File: src/logic/usds_regs.svh
`ifndef USDS_REGS_SVH
`define USDS_REGS_SVH
// ==========================================
// Register indices (byte address = 4 * index)
`define USDS_IDX_RXL 6'h00
`define USDS_IDX_RXH 6'h01
`define USDS_IDX_TXL 6'h02
`define USDS_IDX_TXH 6'h03
`define USDS_IDX_STAT 6'h04
`define USDS_IDX_CTA 6'h05
`define USDS_IDX_CTB 6'h06
`define USDS_IDX_CTC 6'h07
`define USDS_IDX_BDL 6'h08
`define USDS_IDX_BDH 6'h09
`define USDS_IDX_RSV 6'h0A
`define USDS_IDX_DBG 6'h0B
`define USDS_IDX_EVC 6'h0C
`define USDS_IDX_TXPL 6'h0D
`define USDS_IDX_RXPL 6'h0E
// ==========================================
// Field positions
`define USDS_RX_COMPLETE_FLAG 7
`define USDS_TX_COMPLETE_FLAG 6
`define USDS_TX_BUFFER_EMPTY_FLAG 5
`define USDS_OVF 6
`define USDS_FRAMING_ERROR_FLAG 2
`define USDS_PARITY_ERROR_FLAG 1
`define USDS_RXEN 7
`define USDS_TXEN 6
`define USDS_STOP_BITS_SELECT 3
// ==========================================
// Field codes and reset values
`define USDS_CMODE_MSPI 2'h3
`define USDS_RXMODE_LIN 2'h3
`define USDS_CS_9LOW 3'h6
`define USDS_CS_9HIGH 3'h7
`define USDS_RST_BYTE 8'h00
`define USDS_RST_BAUD 16'h0000
`endif

File: src/logic/usds_pkg.sv
`include "usds_regs.svh"
package usds_pkg;
  typedef enum logic [2:0] {RX_IDLE = 3'h1, RX_START = 3'h2, RX_BITS = 3'h4} usds_rx_fsm_type;
  typedef enum logic [1:0] {TX_IDLE = 2'h1, TX_SEND = 2'h2} usds_tx_fsm_type;
  typedef enum logic [2:0] {LIN_DATA = 3'h1, LIN_SYNC = 3'h2, LIN_PID = 3'h4} usds_lin_type;
  typedef struct packed {
    logic ovf;
    logic framing_error_flag;
    logic parity_error_flag;
    logic [8:0] data;
  } usds_entry_type;
  typedef struct packed {
    logic [2:0] sync;
    logic line;
    usds_rx_fsm_type state;
    logic [15:0] cnt;
    logic [3:0] idx;
    logic [8:0] sh;
    logic par;
    logic valid;
    logic start;
    logic framing_error_flag;
    logic parity_error_flag;
    logic [8:0] data;
  } usds_rx_state_type;
  typedef struct packed {
    usds_tx_fsm_type state;
    logic [11:0] sh;
    logic [3:0] left;
    logic [15:0] cnt;
    logic txd;
    logic done;
  } usds_tx_state_type;
  typedef struct packed {
    logic [31:0] prdata;
    logic pready;
    logic pslverr;
    logic irq;
    logic [7:0] ctrl_a;
    logic [7:0] ctrl_b;
    logic [7:0] ctrl_c;
    logic [15:0] baud;
    logic [7:0] dbg;
    logic [7:0] evc;
    logic [7:0] txpl;
    logic [7:0] rxpl;
    usds_entry_type [1:0] ent;
    logic rd_ptr;
    logic [1:0] count;
    logic wait_v;
    usds_entry_type wait_e;
    usds_lin_type lin_ph;
    logic [8:0] tx_buf;
    logic tx_full;
    logic tx_wait_hi;
    logic tx_hi;
    logic txc;
  } usds_top_state_type;

  function automatic logic [3:0] usds_nbits(input logic [2:0] cs);
    case (cs)
      3'h0: usds_nbits = 4'h5;
      3'h1: usds_nbits = 4'h6;
      3'h2: usds_nbits = 4'h7;
      `USDS_CS_9LOW, `USDS_CS_9HIGH: usds_nbits = 4'h9;
      default: usds_nbits = 4'h8;
    endcase
  endfunction : usds_nbits

  function automatic logic [15:0] usds_period(input logic [15:0] baud);
    usds_period = (baud == 16'h0000) ? 16'h0001 : baud;
  endfunction : usds_period
endpackage : usds_pkg

File: src/logic/usds_rx.sv
`timescale 1ns/1ps
module usds_rx import usds_pkg::*; (
  // Clock and reset
  input wire logic i_ref_clk,
  input wire logic i_sys_rst,
  // Line and setup
  input wire logic i_rxd,
  input wire logic i_en,
  input wire logic [3:0] i_nbits,
  input wire logic i_par_en,
  input wire logic i_par_odd,
  input wire logic [15:0] i_baud,
  // Character out
  output logic o_valid,
  output logic o_start,
  output logic o_framing_error_flag,
  output logic o_parity_error_flag,
  output logic [8:0] o_data
);
  usds_rx_state_type st_q, st_d;
  logic [15:0] per;

  assign per = usds_period(i_baud);

  // ==========================================
  // Receive sequencer
  always_comb begin
    st_d = st_q;
    st_d.valid = 1'b0;
    st_d.start = 1'b0;
    st_d.sync = {st_q.sync[1:0], i_rxd};
    if (st_q.sync[1] == st_q.sync[2]) begin
      st_d.line = st_q.sync[2];
    end
    case (st_q.state)
      RX_IDLE: begin
        if (i_en && !st_q.line) begin
          st_d.state = RX_START;
          st_d.cnt = per >> 1;
          st_d.start = 1'b1;
        end
      end
      RX_START: begin
        if (st_q.cnt != 16'h0000) begin
          st_d.cnt = st_q.cnt - 16'h0001;
        end else if (st_q.line) begin
          st_d.state = RX_IDLE;
        end else begin
          st_d.state = RX_BITS;
          st_d.cnt = per - 16'h0001;
          st_d.idx = 4'h0;
          st_d.sh = 9'h000;
          st_d.par = i_par_odd;
        end
      end
      RX_BITS: begin
        if (st_q.cnt != 16'h0000) begin
          st_d.cnt = st_q.cnt - 16'h0001;
        end else begin
          st_d.cnt = per - 16'h0001;
          if (st_q.idx < i_nbits) begin
            st_d.sh = {st_q.line, st_q.sh[8:1]};
            st_d.par = st_q.par ^ st_q.line;
            st_d.idx = st_q.idx + 4'h1;
          end else if (i_par_en && st_q.idx == i_nbits) begin
            st_d.par = st_q.par ^ st_q.line;
            st_d.idx = st_q.idx + 4'h1;
          end else begin
            st_d.state = RX_IDLE;
            st_d.valid = 1'b1;
            st_d.framing_error_flag = ~st_q.line;
            st_d.parity_error_flag = i_par_en & st_q.par;
            st_d.data = st_q.sh >> (4'h9 - i_nbits);
          end
        end
      end
      default: st_d.state = RX_IDLE;
    endcase
    if (!i_en) begin
      st_d.state = RX_IDLE;
    end
  end

  always_ff @(posedge i_ref_clk or posedge i_sys_rst) begin
    if (i_sys_rst) begin
      st_q <= '0;
      st_q.state <= RX_IDLE;
      st_q.sync <= 3'h7;
      st_q.line <= 1'b1;
    end else begin
      st_q <= st_d;
    end
  end

  assign o_valid = st_q.valid;
  assign o_start = st_q.start;
  assign o_framing_error_flag = st_q.framing_error_flag;
  assign o_parity_error_flag = st_q.parity_error_flag;
  assign o_data = st_q.data;
endmodule : usds_rx

File: src/logic/usds_top.sv
`timescale 1ns/1ps
// Behaviour
// - two-entry receive FIFO, read advances head
// - receive flag tracks buffer, disable flushes
// - overflow on full buffer, waiting char, start
// - framing flag from first stop bit
// - parity flag only with checking enabled, except LIN identifier
// - LIN mode parity reports identifier check
// - LIN mode ninth bit marks identifier/response
// - master SPI leaves error flags unused
// - short characters: upper bits ignored/zero
// - transmit write taken only when empty
// - buffer moves to idle shifter, then sent
// - transmit high byte: write-only ninth bit
// - empty flag set at reset, cleared by write
// - transmit complete sticky, cleared by one
module usds_top import usds_pkg::*; (
  // Clock and reset
  input wire logic i_ref_clk,
  input wire logic i_sys_rst,
  // APB slave
  input wire logic i_psel,
  input wire logic i_penable,
  input wire logic i_pwrite,
  input wire logic [7:0] i_paddr,
  input wire logic [31:0] i_pwdata,
  output logic [31:0] o_prdata,
  output logic o_pready,
  output logic o_pslverr,
  // Serial line
  input wire logic i_rxd,
  output logic o_txd,
  // Interrupt
  input wire logic i_txc_ack,
  output logic o_irq
);
  usds_top_state_type st_q, st_d;
  logic [5:0] idx;
  logic acc;
  logic wr;
  logic rd;
  logic [7:0] wb;
  logic [7:0] rd_byte;
  logic [3:0] nb;
  logic lin;
  logic mspi;
  logic lowfirst;
  logic rxen;
  logic txen;
  logic rx_complete_flag;
  logic par_en;
  logic rx_valid;
  logic rx_start;
  logic rx_framing_error_flag;
  logic rx_parity_error_flag;
  logic [8:0] rx_data;
  logic tx_load;
  logic tx_idle;
  logic tx_done;
  logic tx_txd;
  usds_entry_type head;
  usds_entry_type inc;
  logic [1:0] cnt;
  logic ptr;
  logic keep;

  function automatic logic usds_mapped(input logic [5:0] a);
    usds_mapped = (a <= `USDS_IDX_RXPL) && (a != `USDS_IDX_RSV);
  endfunction : usds_mapped

  function automatic logic usds_pid_bad(input logic [7:0] p);
    usds_pid_bad = (p[6] != (p[0] ^ p[1] ^ p[2] ^ p[4])) | (p[7] != ~(p[1] ^ p[3] ^ p[4] ^ p[5]));
  endfunction : usds_pid_bad

  // ==========================================
  // Decode
  assign idx = i_paddr[7:2];
  assign acc = i_psel & i_penable & st_q.pready & usds_mapped(idx);
  assign wr = acc & i_pwrite;
  assign rd = acc & ~i_pwrite;
  assign wb = i_pwdata[7:0];
  assign nb = usds_nbits(st_q.ctrl_c[2:0]);
  assign lin = (st_q.ctrl_b[2:1] == `USDS_RXMODE_LIN);
  assign mspi = (st_q.ctrl_c[7:6] == `USDS_CMODE_MSPI);
  assign lowfirst = (st_q.ctrl_c[2:0] == `USDS_CS_9LOW);
  assign rxen = st_q.ctrl_b[`USDS_RXEN];
  assign txen = st_q.ctrl_b[`USDS_TXEN];
  assign par_en = st_q.ctrl_c[5];
  assign rx_complete_flag = (st_q.count != 2'h0);
  assign head = st_q.ent[st_q.rd_ptr];
  assign tx_load = st_q.tx_full & ~st_q.tx_wait_hi & txen & tx_idle;

  // ==========================================
  // Line engines
  usds_rx u_rx (
    .i_ref_clk(i_ref_clk),
    .i_sys_rst(i_sys_rst),
    .i_rxd(i_rxd),
    .i_en(rxen),
    .i_nbits(nb),
    .i_par_en(par_en),
    .i_par_odd(st_q.ctrl_c[4]),
    .i_baud(st_q.baud),
    .o_valid(rx_valid),
    .o_start(rx_start),
    .o_framing_error_flag(rx_framing_error_flag),
    .o_parity_error_flag(rx_parity_error_flag),
    .o_data(rx_data)
  );

  usds_tx u_tx (
    .i_ref_clk(i_ref_clk),
    .i_sys_rst(i_sys_rst),
    .i_load(tx_load),
    .i_data(st_q.tx_buf),
    .i_nbits(nb),
    .i_par_en(par_en),
    .i_par_odd(st_q.ctrl_c[4]),
    .i_two_stop(st_q.ctrl_c[`USDS_STOP_BITS_SELECT]),
    .i_baud(st_q.baud),
    .o_txd(tx_txd),
    .o_idle(tx_idle),
    .o_done(tx_done)
  );

  // ==========================================
  // Read mux
  always_comb begin
    rd_byte = `USDS_RST_BYTE;
    case (idx)
      `USDS_IDX_RXL: rd_byte = head.data[7:0];
      `USDS_IDX_RXH: rd_byte = rx_complete_flag ? {rx_complete_flag, head.ovf, 3'h0, head.framing_error_flag, head.parity_error_flag, head.data[8]} : `USDS_RST_BYTE;
      `USDS_IDX_TXL: rd_byte = st_q.tx_buf[7:0];
      `USDS_IDX_STAT: rd_byte = {rx_complete_flag, st_q.txc, ~st_q.tx_full, 5'h00};
      `USDS_IDX_CTA: rd_byte = st_q.ctrl_a;
      `USDS_IDX_CTB: rd_byte = st_q.ctrl_b;
      `USDS_IDX_CTC: rd_byte = st_q.ctrl_c;
      `USDS_IDX_BDL: rd_byte = st_q.baud[7:0];
      `USDS_IDX_BDH: rd_byte = st_q.baud[15:8];
      `USDS_IDX_DBG: rd_byte = st_q.dbg;
      `USDS_IDX_EVC: rd_byte = st_q.evc;
      `USDS_IDX_TXPL: rd_byte = st_q.txpl;
      `USDS_IDX_RXPL: rd_byte = st_q.rxpl;
      default: rd_byte = `USDS_RST_BYTE;
    endcase
  end

  // ==========================================
  // Next state
  always_comb begin
    st_d = st_q;
    cnt = st_q.count;
    ptr = st_q.rd_ptr;
    inc = '0;
    keep = 1'b0;
    // APB answer one cycle into the access phase
    st_d.pready = 1'b0;
    st_d.pslverr = 1'b0;
    if (i_psel && i_penable && !st_q.pready) begin
      st_d.pready = 1'b1;
      st_d.pslverr = ~usds_mapped(idx);
      st_d.prdata = {24'h000000, rd_byte};
    end
    // Receive FIFO pop
    if (rd && cnt != 2'h0 && idx == (lowfirst ? `USDS_IDX_RXH : `USDS_IDX_RXL)) begin
      ptr = ~ptr;
      cnt = cnt - 2'h1;
    end
    // Overflow marks the character now at the head
    if (rx_start && cnt == 2'h2 && st_q.wait_v && !mspi) begin
      st_d.ent[ptr].ovf = 1'b1;
    end
    // Waiting character moves into the FIFO
    st_d.wait_v = st_q.wait_v;
    if (st_q.wait_v && cnt != 2'h2) begin
      st_d.ent[ptr ^ cnt[0]] = st_q.wait_e;
      cnt = cnt + 2'h1;
      st_d.wait_v = 1'b0;
    end
    // New character from the line
    if (rx_valid) begin
      inc.data = rx_data;
      inc.framing_error_flag = rx_framing_error_flag & ~mspi;
      inc.parity_error_flag = rx_parity_error_flag & par_en & ~mspi;
      keep = 1'b1;
      if (lin) begin
        if (rx_framing_error_flag && rx_data[7:0] == 8'h00) begin
          st_d.lin_ph = LIN_SYNC;
          keep = 1'b0;
        end else if (st_q.lin_ph == LIN_SYNC) begin
          st_d.lin_ph = LIN_PID;
          keep = 1'b0;
        end else if (st_q.lin_ph == LIN_PID) begin
          st_d.lin_ph = LIN_DATA;
          inc.data[8] = 1'b0;
          inc.parity_error_flag = usds_pid_bad(rx_data[7:0]) & ~mspi;
        end else begin
          inc.data[8] = 1'b1;
          inc.parity_error_flag = 1'b0;
        end
      end
      if (keep && !st_d.wait_v) begin
        st_d.wait_v = 1'b1;
        st_d.wait_e = inc;
      end
    end
    // Receiver off flushes everything
    if (!rxen) begin
      cnt = 2'h0;
      st_d.wait_v = 1'b0;
      st_d.lin_ph = LIN_DATA;
    end
    st_d.count = cnt;
    st_d.rd_ptr = ptr;
    // Shifter takes the buffer
    if (tx_load) begin
      st_d.tx_full = 1'b0;
    end
    // Register writes
    if (wr) begin
      case (idx)
        `USDS_IDX_TXL: begin
          if (!st_q.tx_full) begin
            st_d.tx_buf[7:0] = wb;
            st_d.tx_buf[8] = st_q.tx_hi & ~mspi;
            st_d.tx_full = 1'b1;
            st_d.tx_wait_hi = lowfirst;
          end
        end
        `USDS_IDX_TXH: begin
          st_d.tx_hi = wb[0];
          if (st_q.tx_wait_hi) begin
            st_d.tx_buf[8] = wb[0] & ~mspi;
            st_d.tx_wait_hi = 1'b0;
          end
        end
        `USDS_IDX_STAT: begin
          if (wb[`USDS_TX_COMPLETE_FLAG]) begin
            st_d.txc = 1'b0;
          end
        end
        `USDS_IDX_CTA: st_d.ctrl_a = wb;
        `USDS_IDX_CTB: st_d.ctrl_b = wb;
        `USDS_IDX_CTC: st_d.ctrl_c = wb;
        `USDS_IDX_BDL: st_d.baud[7:0] = wb;
        `USDS_IDX_BDH: st_d.baud[15:8] = wb;
        `USDS_IDX_DBG: st_d.dbg = wb;
        `USDS_IDX_EVC: st_d.evc = wb;
        `USDS_IDX_TXPL: st_d.txpl = wb;
        `USDS_IDX_RXPL: st_d.rxpl = wb;
        default: st_d.ctrl_a = st_q.ctrl_a;
      endcase
    end
    // Transmit complete: vector entry clears, set wins
    if (i_txc_ack) begin
      st_d.txc = 1'b0;
    end
    if (tx_done && !st_q.tx_full) begin
      st_d.txc = 1'b1;
    end
    // Interrupt line from next flag values
    st_d.irq = |({st_d.count != 2'h0, st_d.txc, ~st_d.tx_full} & st_d.ctrl_a[7:5]);
  end

  always_ff @(posedge i_ref_clk or posedge i_sys_rst) begin
    if (i_sys_rst) begin
      st_q <= '0;
      st_q.lin_ph <= LIN_DATA;
    end else begin
      st_q <= st_d;
    end
  end

  // ==========================================
  // Outputs
  assign o_prdata = st_q.prdata;
  assign o_pready = st_q.pready;
  assign o_pslverr = st_q.pslverr;
  assign o_irq = st_q.irq;
  assign o_txd = tx_txd;
endmodule : usds_top

File: src/logic/usds_tx.sv
`timescale 1ns/1ps
module usds_tx import usds_pkg::*; (
  // Clock and reset
  input wire logic i_ref_clk,
  input wire logic i_sys_rst,
  // Character in
  input wire logic i_load,
  input wire logic [8:0] i_data,
  input wire logic [3:0] i_nbits,
  input wire logic i_par_en,
  input wire logic i_par_odd,
  input wire logic i_two_stop,
  input wire logic [15:0] i_baud,
  // Line and status
  output logic o_txd,
  output logic o_idle,
  output logic o_done
);
  usds_tx_state_type st_q, st_d;
  logic [12:0] frame;
  logic [8:0] masked;
  logic [15:0] per;

  assign per = usds_period(i_baud);

  // ==========================================
  // Frame builder
  always_comb begin
    masked = 9'h000;
    frame = 13'h1FFF;
    for (int i = 0; i < 9; i++) begin
      if (i < int'(i_nbits)) begin
        masked[i] = i_data[i];
      end
    end
    frame[0] = 1'b0;
    frame[9:1] = masked;
    for (int i = 0; i < 9; i++) begin
      if (i >= int'(i_nbits)) begin
        frame[i + 1] = 1'b1;
      end
    end
    if (i_par_en) begin
      frame[i_nbits + 4'h1] = (^masked) ^ i_par_odd;
    end
  end

  // ==========================================
  // Shifter
  always_comb begin
    st_d = st_q;
    st_d.done = 1'b0;
    case (st_q.state)
      TX_IDLE: begin
        st_d.txd = 1'b1;
        if (i_load) begin
          st_d.state = TX_SEND;
          st_d.txd = frame[0];
          st_d.sh = frame[12:1];
          st_d.left = i_nbits + {3'h0, i_par_en} + {3'h0, i_two_stop} + 4'h1;
          st_d.cnt = per - 16'h0001;
        end
      end
      TX_SEND: begin
        if (st_q.cnt != 16'h0000) begin
          st_d.cnt = st_q.cnt - 16'h0001;
        end else if (st_q.left != 4'h0) begin
          st_d.txd = st_q.sh[0];
          st_d.sh = {1'b1, st_q.sh[11:1]};
          st_d.left = st_q.left - 4'h1;
          st_d.cnt = per - 16'h0001;
        end else begin
          st_d.state = TX_IDLE;
          st_d.done = 1'b1;
        end
      end
      default: st_d.state = TX_IDLE;
    endcase
  end

  always_ff @(posedge i_ref_clk or posedge i_sys_rst) begin
    if (i_sys_rst) begin
      st_q <= '0;
      st_q.state <= TX_IDLE;
      st_q.txd <= 1'b1;
    end else begin
      st_q <= st_d;
    end
  end

  assign o_txd = st_q.txd;
  assign o_idle = (st_q.state == TX_IDLE);
  assign o_done = st_q.done;
endmodule : usds_tx

File: config.mk
export PLATFORM = sky130hd
export DESIGN_NAME = usds_top
export DESIGN_NICKNAME = d
export VERILOG_FILES = /design/src/logic/usds_pkg.sv /design/src/logic/usds_rx.sv /design/src/logic/usds_top.sv /design/src/logic/usds_tx.sv
export VERILOG_INCLUDE_DIRS = /design/src /design/src/logic
export SDC_FILE = /design/constraint.sdc
export NUM_CORES = 1
export LEC_CHECK = 0
export BUFFER_PORTS_ARGS = -buffer_cell sky130_fd_sc_hd__buf_2
export CAP_MARGIN = 5
export CORE_AREA = 2 2 151 153
export DETAILED_ROUTE_END_ITERATION = 8
export DIE_AREA = 0 0 153 155
export PLACE_DENSITY_LB_ADDON = 0.1
export SYNTH_ARGS = -nofsm -noshare
export SYNTH_HDL_FRONTEND = slang
export SYNTH_HIERARCHICAL = 1
export SYNTH_SLANG_ARGS = --single-unit
export TNS_END_PERCENT = 30
File: constraint.sdc
create_clock -name i_ref_clk -period 6.6 [get_ports i_ref_clk]
set_input_delay 1.32 -clock i_ref_clk [delete_from_list [all_inputs] [get_ports i_ref_clk]]
set_output_delay 1.32 -clock i_ref_clk [all_outputs]
set_load 0.01 [all_outputs]
== Word level (Yosys, flattened, before mapping) ==
Cells that the tools add are included.
Word-level totals
  word-level logic and storage cells: 365
  bits of input ports: 47
  flip-flop bits (word level): 224
  output and inout port bits: 36
Operators by class
  multiplexer cells: 116
  $lt $le $gt $ge: 27
  $add $sub $neg: 12
  reduce and logical (&&, ||, !) cells: 62
  shift-type cells: 1
  equal/unequal tests: 56
  bitwise logic cells: 38
Operators by type and width (number)
  $pmux W8 S13: 1
  $mux W16: 5
  $mux W8: 10
  $mux W72: 1
  $pmux W33 S2: 1
  $bwmux W24: 2
  $mux W12: 4
  $mux W24: 2
  $pmux W16 S3: 1
  $sub A16 B1 Y16 const B: 3
  $mux W1: 44
  $eq A6 B4 Y1 const B: 6
  $mux W35: 1
  $mux W3: 11
  $mux W33: 1
  $reduce_bool A16 Y1: 2
  $mux W30: 1
  $pmux W14 S2: 1
  $mux W13: 2
  $demux W12 S1: 2
  $eq A6 B3 Y1 const B: 4
  $reduce_and A2 Y1: 11
  $reduce_and A3 Y1: 7
  $mux W2: 10
  71 further kinds: 179

== Depth between registers and ports, before layout ==
  depth after elaboration: 15
  gate-level depth with buffers: 13
  mapped depth without buffers: 11

== Cells and area by module ==
Netlist, hierarchy kept.
By module, submodules not included
  usds_top: seq. area each 3454.6 um^2, area each 6990.5 um^2, cells each 590, instances 1
  usds_rx: seq. area each 1257.5 um^2, area each 3518.4 um^2, cells each 418, instances 1
  usds_tx: seq. area each 903.4 um^2, area each 3010.4 um^2, cells each 368, instances 1

== Least setup slack after synthesis ==
Ideal clock, no wire load.
  path type: in2reg
  start: input i_paddr[4]
  end: register, netlist name st_q[45]
  stages on the path: 10
  arrival: 3.997 ns
  path buffers: 2
  setup time: 0.125 ns
  slack: 2.478 ns
  data required time: 6.475 ns
  cells stage by stage: or4_1 or4_4 nor2_1 xnor2_1 ha_1 nor2b_1 clkbuf_1 nand2b_1 clkbuf_1 mux2_2
RTL lines
  start: declaration: RTL line usds_top.sv:25  | input wire logic [7:0] i_paddr,

==> flow_summary.json <==
{
  "critPathCaptureType": "flip-flop",
  "synth_simple_gate_area_frac": 0.1646,
  "clock_path_buffers": 3,
  "path_cells": "buf_2 > or4_1 > or4_4 > nor2_1 > xnor2_1 > ha_1 > nor2b_1 > nand2b_1 > mux2_2",
  "synth_fa_ha_area_frac": 0.01888,
  "p_clk_frac": 0.383,
  "worstPathArrival_ns": 4.88,
  "cp_slowest_cell": "or4_1",
  "vias_per_cell": 6.560,
  "die-area_mm2": 0.02372,
  "portBuffers": 32,
  "power_density_mw_per_mm2": 264.9,
  "hold_viol_final": 0,
  "ys_ff_latch": 224,
  "max-slew-margin-rel": 0.2702,
  "worst_path_dominant_cell_family": "simple AND/OR/NAND/NOR gates",
  "chipWidth_um": 153,
  "cp_num_buf_inv": 1,
  "drt_iter0_drc": 1229,
  "grt.total_usage": 0.2929,
  "post_cts_buffers": 0,
  "r2r-start": "st_q[96]$_DFFE_PP0P_",
  "cts.sinks": 224,
  "synth_top_family_by_area": "compound AO/OA/AOI/OAI gates",
  "setup_violations": 0,
  "netSwitchingPower_uw": 1200,
  "post-route-period-util": 0.6745,
  "worst_pin_slew_ns": 1.086,
  "wl_per_cell_um": 21.02,
  "yosysSeqAreaShare": 0.4154,
  "synth_warnings": 6,
  "required_ns": 7.03,
  "synth_xor_area_frac": 0.02536,
  "reg2reg_depth": 10,
  "area_growth_pct": 7.497,
  "place_congestion": 0.9701,
  "drive_above_1_share": 0.1882,
  "die_h_um": 155,
  "worst_slack_ns": 2.148,
  "fin_worst_skew_ns": 0.01703,
  "grt_first_pass_wirelength_mm": 56.41,
  "synth_edf_count": 0,
  "cts.repair.resized": 0,
  "cts.clk_slew.worst_paths_ns": 0.06,
  "register_area_mm2": 0.005615,
  "cts.root.buffer_cell": "clkbuf_16",
  "gr-total-overflow": 0,
  "first_global_vias": 10190,
  "start_kind": "input port",
  "synthFlopType": "dfrtp_1",
  "cts_hold_buf": 0,
  "period_needed_ns": 4.452,
  "maxSlewViolCount": 0,
  "netlist_area_mm2": 0.01352,
  "htreeDepth": 1,
  "antenna_cells": 0,
  "wirelength_mm": 35.15,
  "critical_path_depth": 9,
  "remaining_drc_errors": 0,
  "pre_cts_ws_ns": 1.594,
  "rsz0062_at_grt": "false",
  "synth_cell_type_count": 93,
  "p_seq_frac": 0.410,
  "core_mm2": 0.02223,
  "hold_end": "u_rx/st_d[49]$_DFF_PP1_",
  "num_vias": 10970,
  "ios": 83,
  "cpPeakStageDelay_ns": 0.75,
  "numCtsBuffers": 26,
  "tns_ns": 0,
  "p_sw_frac": 0.3118,
  "synth.area.mux_share": 0.1410,
  "ant_nets": 0,
  "grt_max_degree": 79,
  "initial_core_util": 0.6082,
  "fin_cells": 1672,
  "clk_latency_ns": 0.54,
  "drv_cap": 0,
  "crit_fanout": 12,
  "synth_compound_area_frac": 0.1744,
  "cts_tree": "done",
  "netlist_instances": 1376,
  "status": "finished, final reports clean",
  "whs_path_depth": 0,
  "p_int_uw": 2650,
  "rows": 55,
  "holdWs_ns": 0.3537,
  "crit_type": "input port to flip-flop",
  "dp.cells": 1624,
  "r2r-end": "u_tx/st_q[10]$_DFFE_PP0P_",
  "async_flop_share": 1.000,
  "hold_start": "u_rx/st_d[48]$_DFF_PP1_",
  "max_freq_ghz": 0.2246,
  "pwr-share-comb": 0.207,
  "antenna_found_initial": 0,
  "hpwl_mm": 23.96,
  "dr.pass1.iters": 5,
  "ir_worst_vdd_mv": 0.2558,
  "fill_cells": 1838,
  "reg2reg_slack_ns": 2.85,
  "nets": 1433,
  "syn_avg_cell_area_um2": 9.825,
  "multi_input_comb_area_mm2": 0.007184,
  "worstHoldPathType": "flip-flop to flip-flop",
  "leakage_uw": 0.006353
}
[power by group through the flow]
stage | logic [µW] | clock network (µW) | registers, µW
floorplan | 647 | 0 | 1560
global placement | 771 | 0 | 1590
CTS | 784 | 1480 | 1570
finish | 796 | 1470 | 1580
detailed placement | 783 | 0 | 1600
global route | 880 | 1540 | 1590
[area by class of cell]
cell class	count	share of cell area
clock inverters	5	0.007663
repair buffers	50	0.02032
well taps	285	0.02454
flip-flops and latches	224	0.3864
inverters	56	0.01481
multi-input cells	1009	0.4944
clock buffers	43	0.05192
[Yosys cell counts, types with 15 or more instances]
cell | count | share of area
dfrtp_1 | 216 | 0.40
mux2_2 | 124 | 0.10
nand2_1 | 104 | 0.029
o21ai_0 | 86 | 0.032
nor2_1 | 78 | 0.022
a21oi_1 | 59 | 0.022
inv_1 | 56 | 0.016
clkbuf_1 | 47 | 0.013
nor3_1 | 44 | 0.016
buf_4 | 42 | 0.023
mux2i_1 | 42 | 0.031
nand3_1 | 27 | 0.010
a22oi_1 | 22 | 0.012
nand2b_1 | 19 | 0.0088
xnor2_1 | 19 | 0.012
ha_1 | 18 | 0.017
a22o_1 | 15 | 0.0097
nor4_1 | 15 | 0.0069
o31ai_1 | 15 | 0.0083
xor2_1 | 15 | 0.0097
[state kept, by name, indices dropped and copies added (netlist names), 2 cells and up]
name	cells
u_rx/st_q	35
u_tx/st_q	34
o_prdata	8
u_rx/o_data	9
u_rx/st_d	2
st_q	125
[cell families (layout without fill, tap and decap cells)]
kind of cell               after synthesis  after routing
AOI/OAI and AO/OA                      343            343
xor gates and xnor gates                36             36
adders and majority gates               20             20
buffers and inverters                  166            154
DFF                                    224            224
muxes                                  170            170
other                                    1             24
and+or+nand+nor                        416            416
[stage by stage]
step / total power (µW) / utilization / area [µm²]
after floorplan: 2203 / - / 13610
after global placement: 2364 / 0.6149 / 13670
after detailed placement: 2380 / 0.6149 / 13670
after CTS: 3843 / 0.6538 / 14530
after global routing: 4013 / 0.6538 / 14530
final: 3850 / 0.6538 / 14530
[layout by cell type, fill, tap and decap left out, types with 8 or more instances in the layout]
| cell type | n |
|---|---|
| buf_4 | 18 |
| nand2b_1 | 19 |
| or4_1 | 11 |
| nand3b_1 | 11 |
| a31oi_1 | 11 |
| o2bb2ai_1 | 9 |
| or2_2 | 8 |
| o21ai_0 | 85 |
| o22ai_1 | 9 |
| mux2_2 | 124 |
| a21o_1 | 10 |
| dfstp_2 | 8 |
| a211oi_1 | 11 |
| ha_1 | 18 |
| o21a_1 | 8 |
| buf_2 | 32 |
| nand2_1 | 104 |
| nor2_1 | 77 |
| conb_1 | 24 |
| nor3_1 | 44 |
| and3_1 | 11 |
| o41ai_1 | 8 |
| nor2b_1 | 14 |
| a22o_1 | 15 |
| o31ai_1 | 15 |
| inv_1 | 54 |
| nor3b_1 | 11 |
| xnor2_1 | 19 |
| mux2i_1 | 42 |
| nand3_1 | 27 |
| clkbuf_16 | 26 |
| dfrtp_1 | 216 |
| o211ai_1 | 10 |
| or3_1 | 14 |
| a21oi_1 | 59 |
| xor2_1 | 15 |
| nor4_1 | 15 |
| a22oi_1 | 22 |
| clkbuf_1 | 13 |
[worst max path at each step]
stage / startpoint / slack, ns / to
6_report: i_paddr[4] / 2.15 / st_q[54]$_DFFE_PP0P_
5_1_grt: i_paddr[4] / 1.89 / st_q[39]$_DFFE_PP0P_
4_1_cts: i_paddr[4] / 2.15 / st_q[39]$_DFFE_PP0P_
3_5_place_dp: i_paddr[4] / 1.59 / st_q[35]$_DFFE_PP0P_
3_3_place_gp: i_paddr[4] / 1.64 / st_q[50]$_DFFE_PP0P_
2_1_floorplan: i_sys_rst / 1.59 / o_irq$_DFF_PP0_
[layer usage]
metal | GRT usage | wire length (µm) | vias to the layer above
met5 | 0 | 0 | -
met4 | 0.09083 | 959 | 0
met3 | 0.04624 | 2614 | 64
met2 | 0.4533 | 16060 | 462
met1 | 0.4278 | 15520 | 5433
li1 | - | - | 5009
No activity file was read; power rests on OpenSTA's default activity.
